==> config.mk <==
export PLATFORM = sky130hd
export DESIGN_NAME = cpm_top
export DESIGN_NICKNAME = d
export VERILOG_FILES = /design/src/verilog/cpm_pkg.sv /design/src/verilog/cpm_src_sel.sv /design/src/verilog/cpm_top.sv
export SDC_FILE = /design/constraint.sdc
export NUM_CORES = 1
export LEC_CHECK = 0
export ABC_AREA = 1
export BUFFER_PORTS_ARGS = -buffer_cell sky130_fd_sc_hd__buf_2
export CORE_MARGIN = 2
export CORE_UTILIZATION = 45
export DETAILED_ROUTE_END_ITERATION = 8
export PLACE_DENSITY = 0.9
export SETUP_SLACK_MARGIN = 0.02
export SLEW_MARGIN = 10
export SYNTH_ARGS = -nofsm -noshare
export SYNTH_HDL_FRONTEND = slang
export SYNTH_SLANG_ARGS = --single-unit
==> constraint.sdc <==
create_clock -name aclk -period 1.9 [get_ports aclk]
set_clock_uncertainty 0.05 [all_clocks]
set_input_delay 0.095 -clock aclk [delete_from_list [all_inputs] [get_ports aclk]]
set_output_delay 0.095 -clock aclk [all_outputs]
set_load 0.01 [all_outputs]
==> src/verilog/cpm_pkg.sv <==
// Package with register layout, reset values and codes for the clock pin mux
package cpm_pkg;
    // ------------------------------------------------------------
    // Register map
    // ------------------------------------------------------------
    localparam logic [11:0] CFG_INDEX = 12'h453;
    localparam logic [13:0] CFG_ADDR = {CFG_INDEX, 2'b00};
    localparam logic [15:0] CFG_RESET = 16'h0001;
    localparam int TXER_BIT = 15;
    localparam int DIV2_BIT = 8;
    localparam int SRC_LSB = 4;
    localparam int INV_BIT = 3;
    localparam int FUNC_LSB = 0;
    localparam logic [15:0] CFG_WMASK = 16'h81FF;
    localparam logic [2:0] FUNC_RST_STRAP_HI = 3'h0;
    localparam logic [2:0] FUNC_RST_STRAP_LO = 3'h1;
    localparam logic [1:0] RESP_OKAY = 2'h0;
    localparam logic [1:0] RESP_SLVERR = 2'h2;

    // ------------------------------------------------------------
    // Codes
    // ------------------------------------------------------------
    localparam logic [2:0] FUNC_IND2 = 3'h0;
    localparam logic [2:0] FUNC_CLKMUX = 3'h1;
    localparam logic [3:0] SRC_RESERVED = 4'hD;

    typedef struct packed {
        logic indicator2_as_tx_error_input;
        logic div2_en;
        logic [3:0] clk_source;
        logic inv_en;
        logic [2:0] pin_func;
    } cpm_cfg_t;

    typedef struct packed {
        logic indicator2;
        logic wake_packet_event;
        logic under_voltage;
        logic ptp_tx;
        logic ptp_rx;
        logic esd_event;
        logic interrupt;
    } cpm_events_t;
endpackage

==> src/verilog/cpm_src_sel.sv <==
// Clock source selector with reserved code held low
`timescale 1ns/1ps
module cpm_src_sel (
    // Source clocks, index equals select code
    input wire logic [15:0] srcs,
    // Select
    input wire logic [3:0] sel,
    // Selected source
    output logic clk_sel
);
    // Reserved code gives a static low level
    assign clk_sel = (sel == cpm_pkg::SRC_RESERVED) ? 1'b0 : srcs[sel];
endmodule

==> src/verilog/cpm_top.sv <==
// Clock output pin mux with AXI4-Lite configuration register
`timescale 1ns/1ps
module cpm_top (
    // Clock and reset
    input wire logic aclk,
    input wire logic aresetn,
    // AXI4-Lite write
    input wire logic [13:0] s_axi_awaddr,
    input wire logic s_axi_awvalid,
    output logic s_axi_awready,
    input wire logic [31:0] s_axi_wdata,
    input wire logic [3:0] s_axi_wstrb,
    input wire logic s_axi_wvalid,
    output logic s_axi_wready,
    output logic [1:0] s_axi_bresp,
    output logic s_axi_bvalid,
    input wire logic s_axi_bready,
    // AXI4-Lite read
    input wire logic [13:0] s_axi_araddr,
    input wire logic s_axi_arvalid,
    output logic s_axi_arready,
    output logic [31:0] s_axi_rdata,
    output logic [1:0] s_axi_rresp,
    output logic s_axi_rvalid,
    input wire logic s_axi_rready,
    // Straps, pins
    input wire logic rx_data3_strap_input,
    input wire logic daisy_chain_strap,
    // Internal clock sources, index equals select code
    input wire logic [15:0] clk_sources,
    // Event indications
    input wire cpm_pkg::cpm_events_t events,
    // Indicator2 pin as transmit error input
    input wire logic indicator2_pin_level,
    output logic indicator2_pin_oe,
    output logic tx_error,
    // Clock output pin
    output logic clock_out_signal
);
    // ------------------------------------------------------------
    // Pin synchronisers
    // ------------------------------------------------------------
    logic [2:0] pin_s1_r;
    logic [2:0] pin_s2_r;
    logic strap_seen_r;
    logic [15:0] cfg_r;
    cpm_pkg::cpm_cfg_t cfg;
    always_ff @(posedge aclk) begin
        pin_s1_r <= {indicator2_pin_level, daisy_chain_strap, rx_data3_strap_input};
        pin_s2_r <= pin_s1_r;
    end
    wire rx3_strap = pin_s2_r[0];
    wire daisy = pin_s2_r[1];

    // ------------------------------------------------------------
    // Register bus
    // ------------------------------------------------------------
    logic aw_have_r, w_have_r;
    logic [13:0] aw_addr_r;
    logic [15:0] wdata_r;
    logic [1:0] wstrb_r;
    // Word address decode shared by both directions
    function automatic logic addr_hit(input logic [13:0] a);
        addr_hit = (a[13:2] == cpm_pkg::CFG_ADDR[13:2]);
    endfunction
    wire aw_fire = s_axi_awvalid && s_axi_awready;
    wire w_fire = s_axi_wvalid && s_axi_wready;
    wire do_write = aw_have_r && w_have_r && !s_axi_bvalid;
    wire wr_hit = addr_hit(aw_addr_r);
    wire rd_hit = addr_hit(s_axi_araddr);
    wire ar_fire = s_axi_arvalid && s_axi_arready;
    wire [15:0] bmask = {{8{wstrb_r[1]}}, {8{wstrb_r[0]}}} & cpm_pkg::CFG_WMASK;
    wire [15:0] cfg_wr = (cfg_r & ~bmask) | (wdata_r & bmask);
    wire [15:0] cfg_nxt = (do_write && wr_hit) ? cfg_wr : cfg_r;
    wire [2:0] func_rst = rx3_strap ? cpm_pkg::FUNC_RST_STRAP_HI
                                    : cpm_pkg::FUNC_RST_STRAP_LO;

    always_ff @(posedge aclk) begin
        if (!aresetn) begin
            aw_have_r <= 1'b0;
            w_have_r <= 1'b0;
            aw_addr_r <= 14'h0000;
            wdata_r <= 16'h0000;
            wstrb_r <= 2'h0;
            s_axi_awready <= 1'b0;
            s_axi_wready <= 1'b0;
            s_axi_bvalid <= 1'b0;
            s_axi_bresp <= cpm_pkg::RESP_OKAY;
            s_axi_arready <= 1'b0;
            s_axi_rvalid <= 1'b0;
            s_axi_rdata <= 32'h00000000;
            s_axi_rresp <= cpm_pkg::RESP_OKAY;
        end else begin
            s_axi_awready <= !aw_have_r && !aw_fire;
            s_axi_wready <= !w_have_r && !w_fire;
            if (aw_fire) begin
                aw_have_r <= 1'b1;
                aw_addr_r <= s_axi_awaddr;
            end
            if (w_fire) begin
                w_have_r <= 1'b1;
                wdata_r <= s_axi_wdata[15:0];
                wstrb_r <= s_axi_wstrb[1:0];
            end
            if (do_write) begin
                aw_have_r <= 1'b0;
                w_have_r <= 1'b0;
                s_axi_bvalid <= 1'b1;
                s_axi_bresp <= wr_hit ? cpm_pkg::RESP_OKAY : cpm_pkg::RESP_SLVERR;
            end else if (s_axi_bready) begin
                s_axi_bvalid <= 1'b0;
            end
            s_axi_arready <= !s_axi_rvalid && !ar_fire && !s_axi_arready;
            if (ar_fire) begin
                s_axi_rvalid <= 1'b1;
                s_axi_rdata <= rd_hit ? {16'h0000, cfg_r} : 32'h00000000;
                s_axi_rresp <= rd_hit ? cpm_pkg::RESP_OKAY : cpm_pkg::RESP_SLVERR;
            end else if (s_axi_rready) begin
                s_axi_rvalid <= 1'b0;
            end
        end
    end

    // ------------------------------------------------------------
    // Configuration register
    // ------------------------------------------------------------
    always_ff @(posedge aclk) begin
        if (!aresetn) begin
            cfg_r <= cpm_pkg::CFG_RESET;
            strap_seen_r <= 1'b0;
        end else if (!strap_seen_r) begin
            strap_seen_r <= 1'b1;
            cfg_r <= {cfg_r[15:3], func_rst};
        end else if (daisy) begin
            cfg_r <= {cfg_nxt[15:3], cpm_pkg::FUNC_IND2};
        end else begin
            cfg_r <= cfg_nxt;
        end
    end
    assign cfg = cfg_r[cpm_pkg::TXER_BIT:cpm_pkg::TXER_BIT] == 1'b1
        ? {1'b1, cfg_r[8:0]} : {1'b0, cfg_r[8:0]};

    // ------------------------------------------------------------
    // Clock path
    // ------------------------------------------------------------
    logic clk_raw;
    logic div2_r;
    logic src_d_r;
    cpm_src_sel u_src (
        .srcs(clk_sources),
        .sel(cfg.clk_source),
        .clk_sel(clk_raw)
    );
    always_ff @(posedge aclk) begin
        if (!aresetn) begin
            src_d_r <= 1'b0;
            div2_r <= 1'b0;
        end else begin
            src_d_r <= clk_raw;
            if (clk_raw && !src_d_r) begin
                div2_r <= !div2_r;
            end
        end
    end
    wire clk_div = cfg.div2_en ? div2_r : clk_raw;
    wire clk_mux = clk_div ^ cfg.inv_en;

    // ------------------------------------------------------------
    // Pin function select
    // ------------------------------------------------------------
    logic pin_sel;
    always_comb begin
        case (cfg.pin_func)
            3'h0: pin_sel = events.indicator2;
            3'h1: pin_sel = clk_mux;
            3'h2: pin_sel = events.wake_packet_event;
            3'h3: pin_sel = events.under_voltage;
            3'h4: pin_sel = events.ptp_tx;
            3'h5: pin_sel = events.ptp_rx;
            3'h6: pin_sel = events.esd_event;
            default: pin_sel = events.interrupt;
        endcase
    end

    always_ff @(posedge aclk) begin
        if (!aresetn) begin
            clock_out_signal <= 1'b0;
            indicator2_pin_oe <= 1'b1;
            tx_error <= 1'b0;
        end else begin
            clock_out_signal <= pin_sel;
            indicator2_pin_oe <= !cfg.indicator2_as_tx_error_input;
            tx_error <= cfg.indicator2_as_tx_error_input & pin_s2_r[2];
        end
    end

    // ------------------------------------------------------------
    // Checks
    // ------------------------------------------------------------
    a_txer_pin_oe: assert property (@(posedge aclk) disable iff (!aresetn)
        cfg_r[15] |=> !indicator2_pin_oe)
        else $error("indicator2 pin driven while used as input");
    a_rsvd_zero: assert property (@(posedge aclk) disable iff (!aresetn)
        cfg_r[14:9] == 6'h00)
        else $error("reserved bits not zero");
    a_daisy_force: assert property (@(posedge aclk) disable iff (!aresetn)
        (strap_seen_r && daisy) |=> cfg_r[2:0] == 3'h0)
        else $error("function select not forced by daisy strap");
    a_strap_reset: assert property (@(posedge aclk)
        (!aresetn ##1 aresetn) |=> cfg_r[2:0] == (rx3_strap ? 3'h0 : 3'h1) || daisy)
        else $error("strap reset value wrong");
    a_reset_value: assert property (@(posedge aclk)
        !aresetn |=> cfg_r == 16'h0001)
        else $error("register reset value wrong");
    a_rsvd_low: assert property (@(posedge aclk) disable iff (!aresetn)
        (cfg_r[7:4] == 4'hD && cfg_r[2:0] == 3'h1 && !cfg_r[8] && !cfg_r[3])
        |=> !clock_out_signal)
        else $error("reserved source not low");
    a_clk_route: assert property (@(posedge aclk) disable iff (!aresetn)
        (cfg_r[2:0] == 3'h1 && !cfg_r[8]) |=> clock_out_signal == $past(clk_raw ^ cfg_r[3]))
        else $error("clock mux path wrong");
    a_event_route: assert property (@(posedge aclk) disable iff (!aresetn)
        cfg_r[2:0] == 3'h2 |=> clock_out_signal == $past(events.wake_packet_event))
        else $error("wake event not routed");
    a_src_pick: assert property (@(posedge aclk) disable iff (!aresetn)
        cfg_r[7:4] == 4'h0 |-> clk_raw == clk_sources[0])
        else $error("source select wrong");
endmodule

==> results of run 1 <==
layout make-up:
cell class	instances	area [sq um]	area share [%]
flip-flops and latches	65	1300	36.5
well taps	75	93.8	2.63
inverters	36	135	3.79
clock buffers	10	128	3.58
repair buffers	118	736	20.6
multi-input cells	253	1130	31.6
clock inverters	6	45.0	1.26
cells by family after synthesis:
kind of cell	share of synthesized area [%]
AND/OR/NAND/NOR	26.4
flip-flops	48.0
AO/OA/AOI/OAI	12.0
buffers and inverters	13.5
other	0.138
power breakdown:
| part | total (mW) | internal [mW] | switching [mW] |
|---|---|---|---|
| registers | 1.46 | 1.43 | 0.0371 |
| clock network | 1.00 | 0.474 | 0.530 |
| logic | 0.320 | 0.150 | 0.171 |
per-layer routing:
layer  up-vias  GRT usage, %  share of wire [%]
li1       1348             -                  -
met1      1137          23.3                 42
met2        98          34.6                 48
met3        23          4.07                6.2
met4         0          10.5                2.9
met5         -             0                  0
cells in the mapped netlist:
cell	count
a21oi_1	22
buf_1	1
buf_2	2
buf_4	25
clkbuf_1	8
clkinv_1	1
conb_1	1
dfxtp_1	65
inv_1	30
inv_2	5
nand2_1	57
nand2_2	3
nand3_1	18
nand4_1	1
nor2_1	71
nor2_2	1
nor2_4	2
nor3_1	8
nor3_4	1
nor4_1	2
nor4_4	1
o2111ai_1	1
o21ai_0	29
o21ai_1	12
final timing paths:
check	start	end	slack, ns	cells after the start
hold reg to reg	pin_s1_r[2]	pin_s2_r[2]	0.28	0
setup reg to reg	flip-flop	clock_out_signal	0.36	10
setup / recovery	flip-flop	clock_out_signal	0.36	10
hold / removal	s_axi_wdata[7]	wdata_r[7]	0.002	3
tightest hold or removal path, delay by kind of cell:
family / cells / cell delay [ns]
AO/OA/AOI/OAI: 1 / 0.09
AND/OR/NAND/NOR: 1 / 0.09
buffers and inverters: 1 / 0.07
stage by stage:
step           power, mW  setup WS, ns  cell area [sq um]  hold slack [ns]  util [%]
3_5_place_dp        1.76         0.412               3120            0.150      53.1
5_1_grt             2.92         0.161               3570          0.00709      60.6
2_1_floorplan       1.69         0.570               2800           0.0727         -
3_3_place_gp        1.75         0.420               3120            0.148      53.1
4_1_cts             2.80         0.375               3570          0.00202      60.6
6_report            2.79         0.357               3570          0.00165      60.6
==> results.json, run 1 <==
{
  "path_max_fanout": 7,
  "synth_cell_types": 24,
  "rsz0062_at_grt": "false",
  "rows": 28,
  "fin_crit_ns": 1.54,
  "drive_above_1_share_pct": 24.4,
  "cp_slowest_cell": "dfxtp_1",
  "status": "complete, no violations",
  "critPathBufInv": 1,
  "yosysTopAreaCell": "dfxtp_1",
  "fin_tns_setup_ns": 0,
  "post-place-cells": 520,
  "start_util_pct": 46.0,
  "slowest_delay_ns": 0.44,
  "power_leakage_nw": 1.68,
  "final_cell_mix": "87 x buf_2, 71 x nor2_1, 65 x dfxtp_1",
  "hp-class": "input pin to flip-flop",
  "first_pass_iters": 4,
  "cts_made_buffers": 9,
  "antenna_cells": 0,
  "p_per_area_mw_per_mm2": 782,
  "postCtsSetupBuffers": 0,
  "cts-root-buf": "clkbuf_8",
  "core-area_sq_mm": 0.00589,
  "grt_max_degree": 38,
  "slew_viol_final": 0,
  "hold_viol_final": 0,
  "insertion_delay_ns": 0.34,
  "path_class": "flip-flop to flip-flop",
  "drv_cap": 0,
  "required_ns": 2.11,
  "cp_top_family": "simple AND/OR/NAND/NOR gates",
  "via_per_inst": 4.63,
  "vias": 2606,
  "grt_pass1_wl_um": 10300,
  "cts_hold_buf": 27,
  "pin_count": 141,
  "fmax_mhz": 648,
  "fp.dieW_um": 81.6,
  "place_congestion": 0.889,
  "synth_sequential_area_ratio_pct": 48.0,
  "clock_sinks": 65,
  "synth_top_area_share_pct": 48.0,
  "drc": 0,
  "overflow": 0,
  "grt_pass1_vias": 2441,
  "ctsHtreeMaxLevel": 3,
  "critical_path_arrival_ns": 1.75,
  "netlist_top_cells_area": "dfxtp_1 48%, nor2_1 9.8%, nand2_1 7.9%, buf_4 6.9%, o21ai_0 5.4%",
  "post_synth.cell_area_avg_sq_um": 7.38,
  "drtAntennaViolNets": 0,
  "end_kind": "flip-flop",
  "area_growth_pct": 31.6,
  "cts_tree": "yes",
  "path_common_cell": "nand3_1",
  "avgRoutedWirePerCell_um": 11.2,
  "setup_viol": 0,
  "drt-total-wl_um": 6320,
  "drt_iter0_drc": 85,
  "grt_use_total_pct": 20.0,
  "worstSetupStartpointType": "flip-flop",
  "cts_buffer_depth": 2,
  "dieArea_sq_mm": 0.00666,
  "ir_drop_v": 0.000558,
  "crit_chain": "inv_1 > nand2_1 > nand3_1 > nand3_1 > nand3_1 > nand3_1 > nand2_1 > nand2_1 > nand3_1 > a21oi_1",
  "yosysWarningCount": 0,
  "path_clk_slew_ns": 0.07,
  "fillCellCount": 537,
  "antenna_found_initial": 0,
  "final_common_cell": "buf_2",
  "postSynthCellCount": 367,
  "nets": 580,
  "die_h_um": 81.6,
  "stdcell_count": 563,
  "port_buffers": 87,
  "finalCritPeriodShare_pct": 81.2,
  "syn_area_sq_mm": 0.00271,
  "hpwl_um": 4250,
  "post_cts_resized": 0,
  "synth-seq-cells": 65
}
No activity file was read; power rests on OpenSTA's default activity.
==> inputs of run 2 (changes only) <==
--- a/config.mk
+++ b/config.mk
@@ -5,12 +5,12 @@
 export SDC_FILE = /design/constraint.sdc
 export NUM_CORES = 1
 export LEC_CHECK = 0
-export ABC_AREA = 1
+export ABC_AREA = 0
 export BUFFER_PORTS_ARGS = -buffer_cell sky130_fd_sc_hd__buf_2
 export CORE_MARGIN = 2
-export CORE_UTILIZATION = 45
+export CORE_UTILIZATION = 40
 export DETAILED_ROUTE_END_ITERATION = 8
-export PLACE_DENSITY = 0.9
+export PLACE_DENSITY = 0.85
 export SETUP_SLACK_MARGIN = 0.02
 export SLEW_MARGIN = 10
 export SYNTH_ARGS = -nofsm -noshare
==> constraint.sdc (replaced) <==
create_clock -name aclk -period 1.4 [get_ports aclk]
set_clock_uncertainty 0.05 [all_clocks]
set_input_delay 0.07 -clock aclk [delete_from_list [all_inputs] [get_ports aclk]]
set_output_delay 0.07 -clock aclk [all_outputs]
set_load 0.01 [all_outputs]
==> run 2 against run 1 <==
  * The run now ends with negative setup slack left
  * Die area increased by 10%
  * Via count decreased by 0.31%
  * Synthesized cell count fell by 20%
  * Wire length rose by 13%
  * Sequential share of layout area down 2.5 points
  * Largest power group unchanged
==> results.json, run 2 <==
{
  "status": "finished with violations",
  "violations": "negative setup slack",
  "fp.dieW_um": 85.7,
  "vias": 2598,
  "ctsHtreeMaxLevel": 3,
  "stdcell_count": 512,
  "drt_iter0_drc": 148,
  "async_flop_share_pct": 0,
  "drtAntennaViolNets": 0,
  "synth_top_area_share_pct": 48.7,
  "required_ns": 1.57,
  "synth_cell_types": 43,
  "fmax_mhz": 579,
  "synth_edf_count": 0,
  "hpwl_um": 4880,
  "overflow": 0,
  "reg2reg_to": "clock_out_signal",
  "synthFlopType": "dfxtp_1",
  "netlist_top_cells_area": "dfxtp_1 49%, nand2_1 8.6%, buf_4 6.7%, a21oi_1 6.0%, mux2i_1 3.7%",
  "holdCritStartpoint": "s_axi_awvalid",
  "reg2reg_slack_ns": -0.33,
  "start_util_pct": 41.8,
  "drv_cap": 0,
  "drc": 0,
  "dieArea_sq_mm": 0.00734,
  "worstSetupStartpointType": "flip-flop",
  "p_per_area_mw_per_mm2": 1040,
  "die_h_um": 85.7,
  "final_common_cell": "buf_2",
  "rsz0062_at_grt": "true",
  "drt-total-wl_um": 7160,
  "synth-seq-cells": 65,
  "ir_drop_v": 0.000716,
  "place_congestion": 0.791,
  "postLayoutCellArea_sq_mm": 0.00386,
  "ys_top_cells_by_count": "65 x dfxtp_1, 61 x nand2_1, 32 x a21oi_1",
  "area_growth_pct": 44.6,
  "first_pass_iters": 4,
  "finalCritPeriodShare_pct": 123,
  "yosysWarningCount": 0,
  "via_per_inst": 5.07,
  "yosysTopAreaCell": "dfxtp_1",
  "synth_most_common_cell": "dfxtp_1",
  "post_synth.cell_area_avg_sq_um": 9.08,
  "fin_tns_setup_ns": -1.44,
  "path_clk_slew_ns": 0.07,
  "hp-class": "input pin to flip-flop",
  "end_kind": "flip-flop",
  "worst-r2r-cell-count": 5,
  "grt_pass1_wl_um": 11200,
  "syn_area_sq_mm": 0.00267,
  "hold_viol_final": 0,
  "final_cell_mix": "87 x buf_2, 60 x dfxtp_1, 57 x nand2_1",
  "nets": 528,
  "post-place-cells": 464,
  "setup_viol": 13,
  "core-area_sq_mm": 0.00639,
  "antenna_found_initial": 0,
  "cts_buffer_depth": 2,
  "cts_tree": "yes",
  "cts-root-buf": "clkbuf_8",
  "setup_ws_ns": -0.326,
  "critical_path_arrival_ns": 1.90,
  "grt_pass1_vias": 2442,
  "grt_max_degree": 29,
  "synth_sequential_area_ratio_pct": 48.7,
  "dpl-instance-area_sq_mm": 0.00323,
  "grt_use_total_pct": 19.7,
  "port_buffers": 87,
  "rows": 29,
  "p_total_mw": 4.01,
  "path_max_fanout": 5,
  "power_leakage_nw": 1.70,
  "insertion_delay_ns": 0.34,
  "drive_above_1_share_pct": 36.1,
  "cts_made_buffers": 9,
  "path_class": "flip-flop to flip-flop",
  "antenna_cells": 0,
  "avgRoutedWirePerCell_um": 14.0,
  "slew_viol_final": 0,
  "fin_util_pct": 60.4,
  "holdPathStages": 4,
  "pre_cts_slack_ns": -0.333,
  "fin_crit_ns": 1.73,
  "pin_count": 141,
  "clock_sinks": 65,
  "holdPathEnd": "s_axi_awready",
  "postSynthCellCount": 294,
  "timing.hold.ws_ns": 0.179
}
-- run 2: cell types whose count changed after synthesis, sizes merged, moves of 3 or more --
cell,change
mux2i,+10
inv,-34
mux4,+4
nand3,-14
or4b,+3
o21ai,-35
a22oi,+11
nand2b,+4
nor2,-53
a21oi,+10
nor3,-4
clkbuf,+3
-- run 2: area by class of cell --
cell class,instances,area [sq um]
clock buffers,13,159
clock inverters,2,37.5
fillers,514,2530
inverters,1,3.75
multi-input cells,212,1310
flip-flops and latches,65,1310
well taps,77,96.3
repair buffers,142,941
-- run 2: kinds of logic (layout without fill, tap and decap cells) --
group / count (synthesis) / count (layout) / synth area share [%]
buf+inv: 40 / 158 / 9.75
compound gates: 56 / 56 / 12.8
mux: 14 / 14 / 7.26
simple gates: 117 / 117 / 20.9
flops: 65 / 65 / 48.7
other cells: 1 / 24 / 0.140
xor+xnor: 1 / 1 / 0.328
-- run 2: power by group --
group / switching (mW) / internal (mW)
clock network: 0.684 / 0.912
logic: 0.216 / 0.228
registers: 0.0486 / 1.92
total: 0.949 / 3.06
-- run 2: worst max-delay path: stages (launching register included) --
cell      delay, ns
dfxtp_4        0.39
mux4_2         0.54
o21ai_0        0.25
o311ai_2       0.13
xnor2_1        0.17
o22ai_1        0.09
-- run 2: worst max path at each step --
stage / from / to / slack, ns / cells after the start
after floorplan: flip-flop / div2_r / -0.20 / 6
after global placement: flip-flop / clock_out_signal / -0.23 / 5
after detailed placement: flip-flop / clock_out_signal / -0.33 / 5
after CTS: flip-flop / div2_r / -0.32 / 5
after global routing: flip-flop / clock_out_signal / -0.42 / 5
final: flip-flop / clock_out_signal / -0.33 / 5
-- run 2: timing repair --
| item | 4_1_cts | 5_1_grt |
|---|---|---|
| endpoints found under the setup margin | 13 | 19 |
| buffers inserted | 1 | 2 |
| gates resized for setup | 19 | 10 |
| hold endpoints to repair | 31 | 0 |
| hold buffers | 31 | 0 |
| cloned | 0 | 1 |
| pin swaps | 9 | 7 |
-- run 2: per-layer routing --
metal  wire [um]  vias up  GRT usage, %
met1        2990     1232          22.1
met5           0        -             0
met3         457       19          6.74
met4         199        0          8.80
li1            -     1245             -
met2        3520      102          33.9
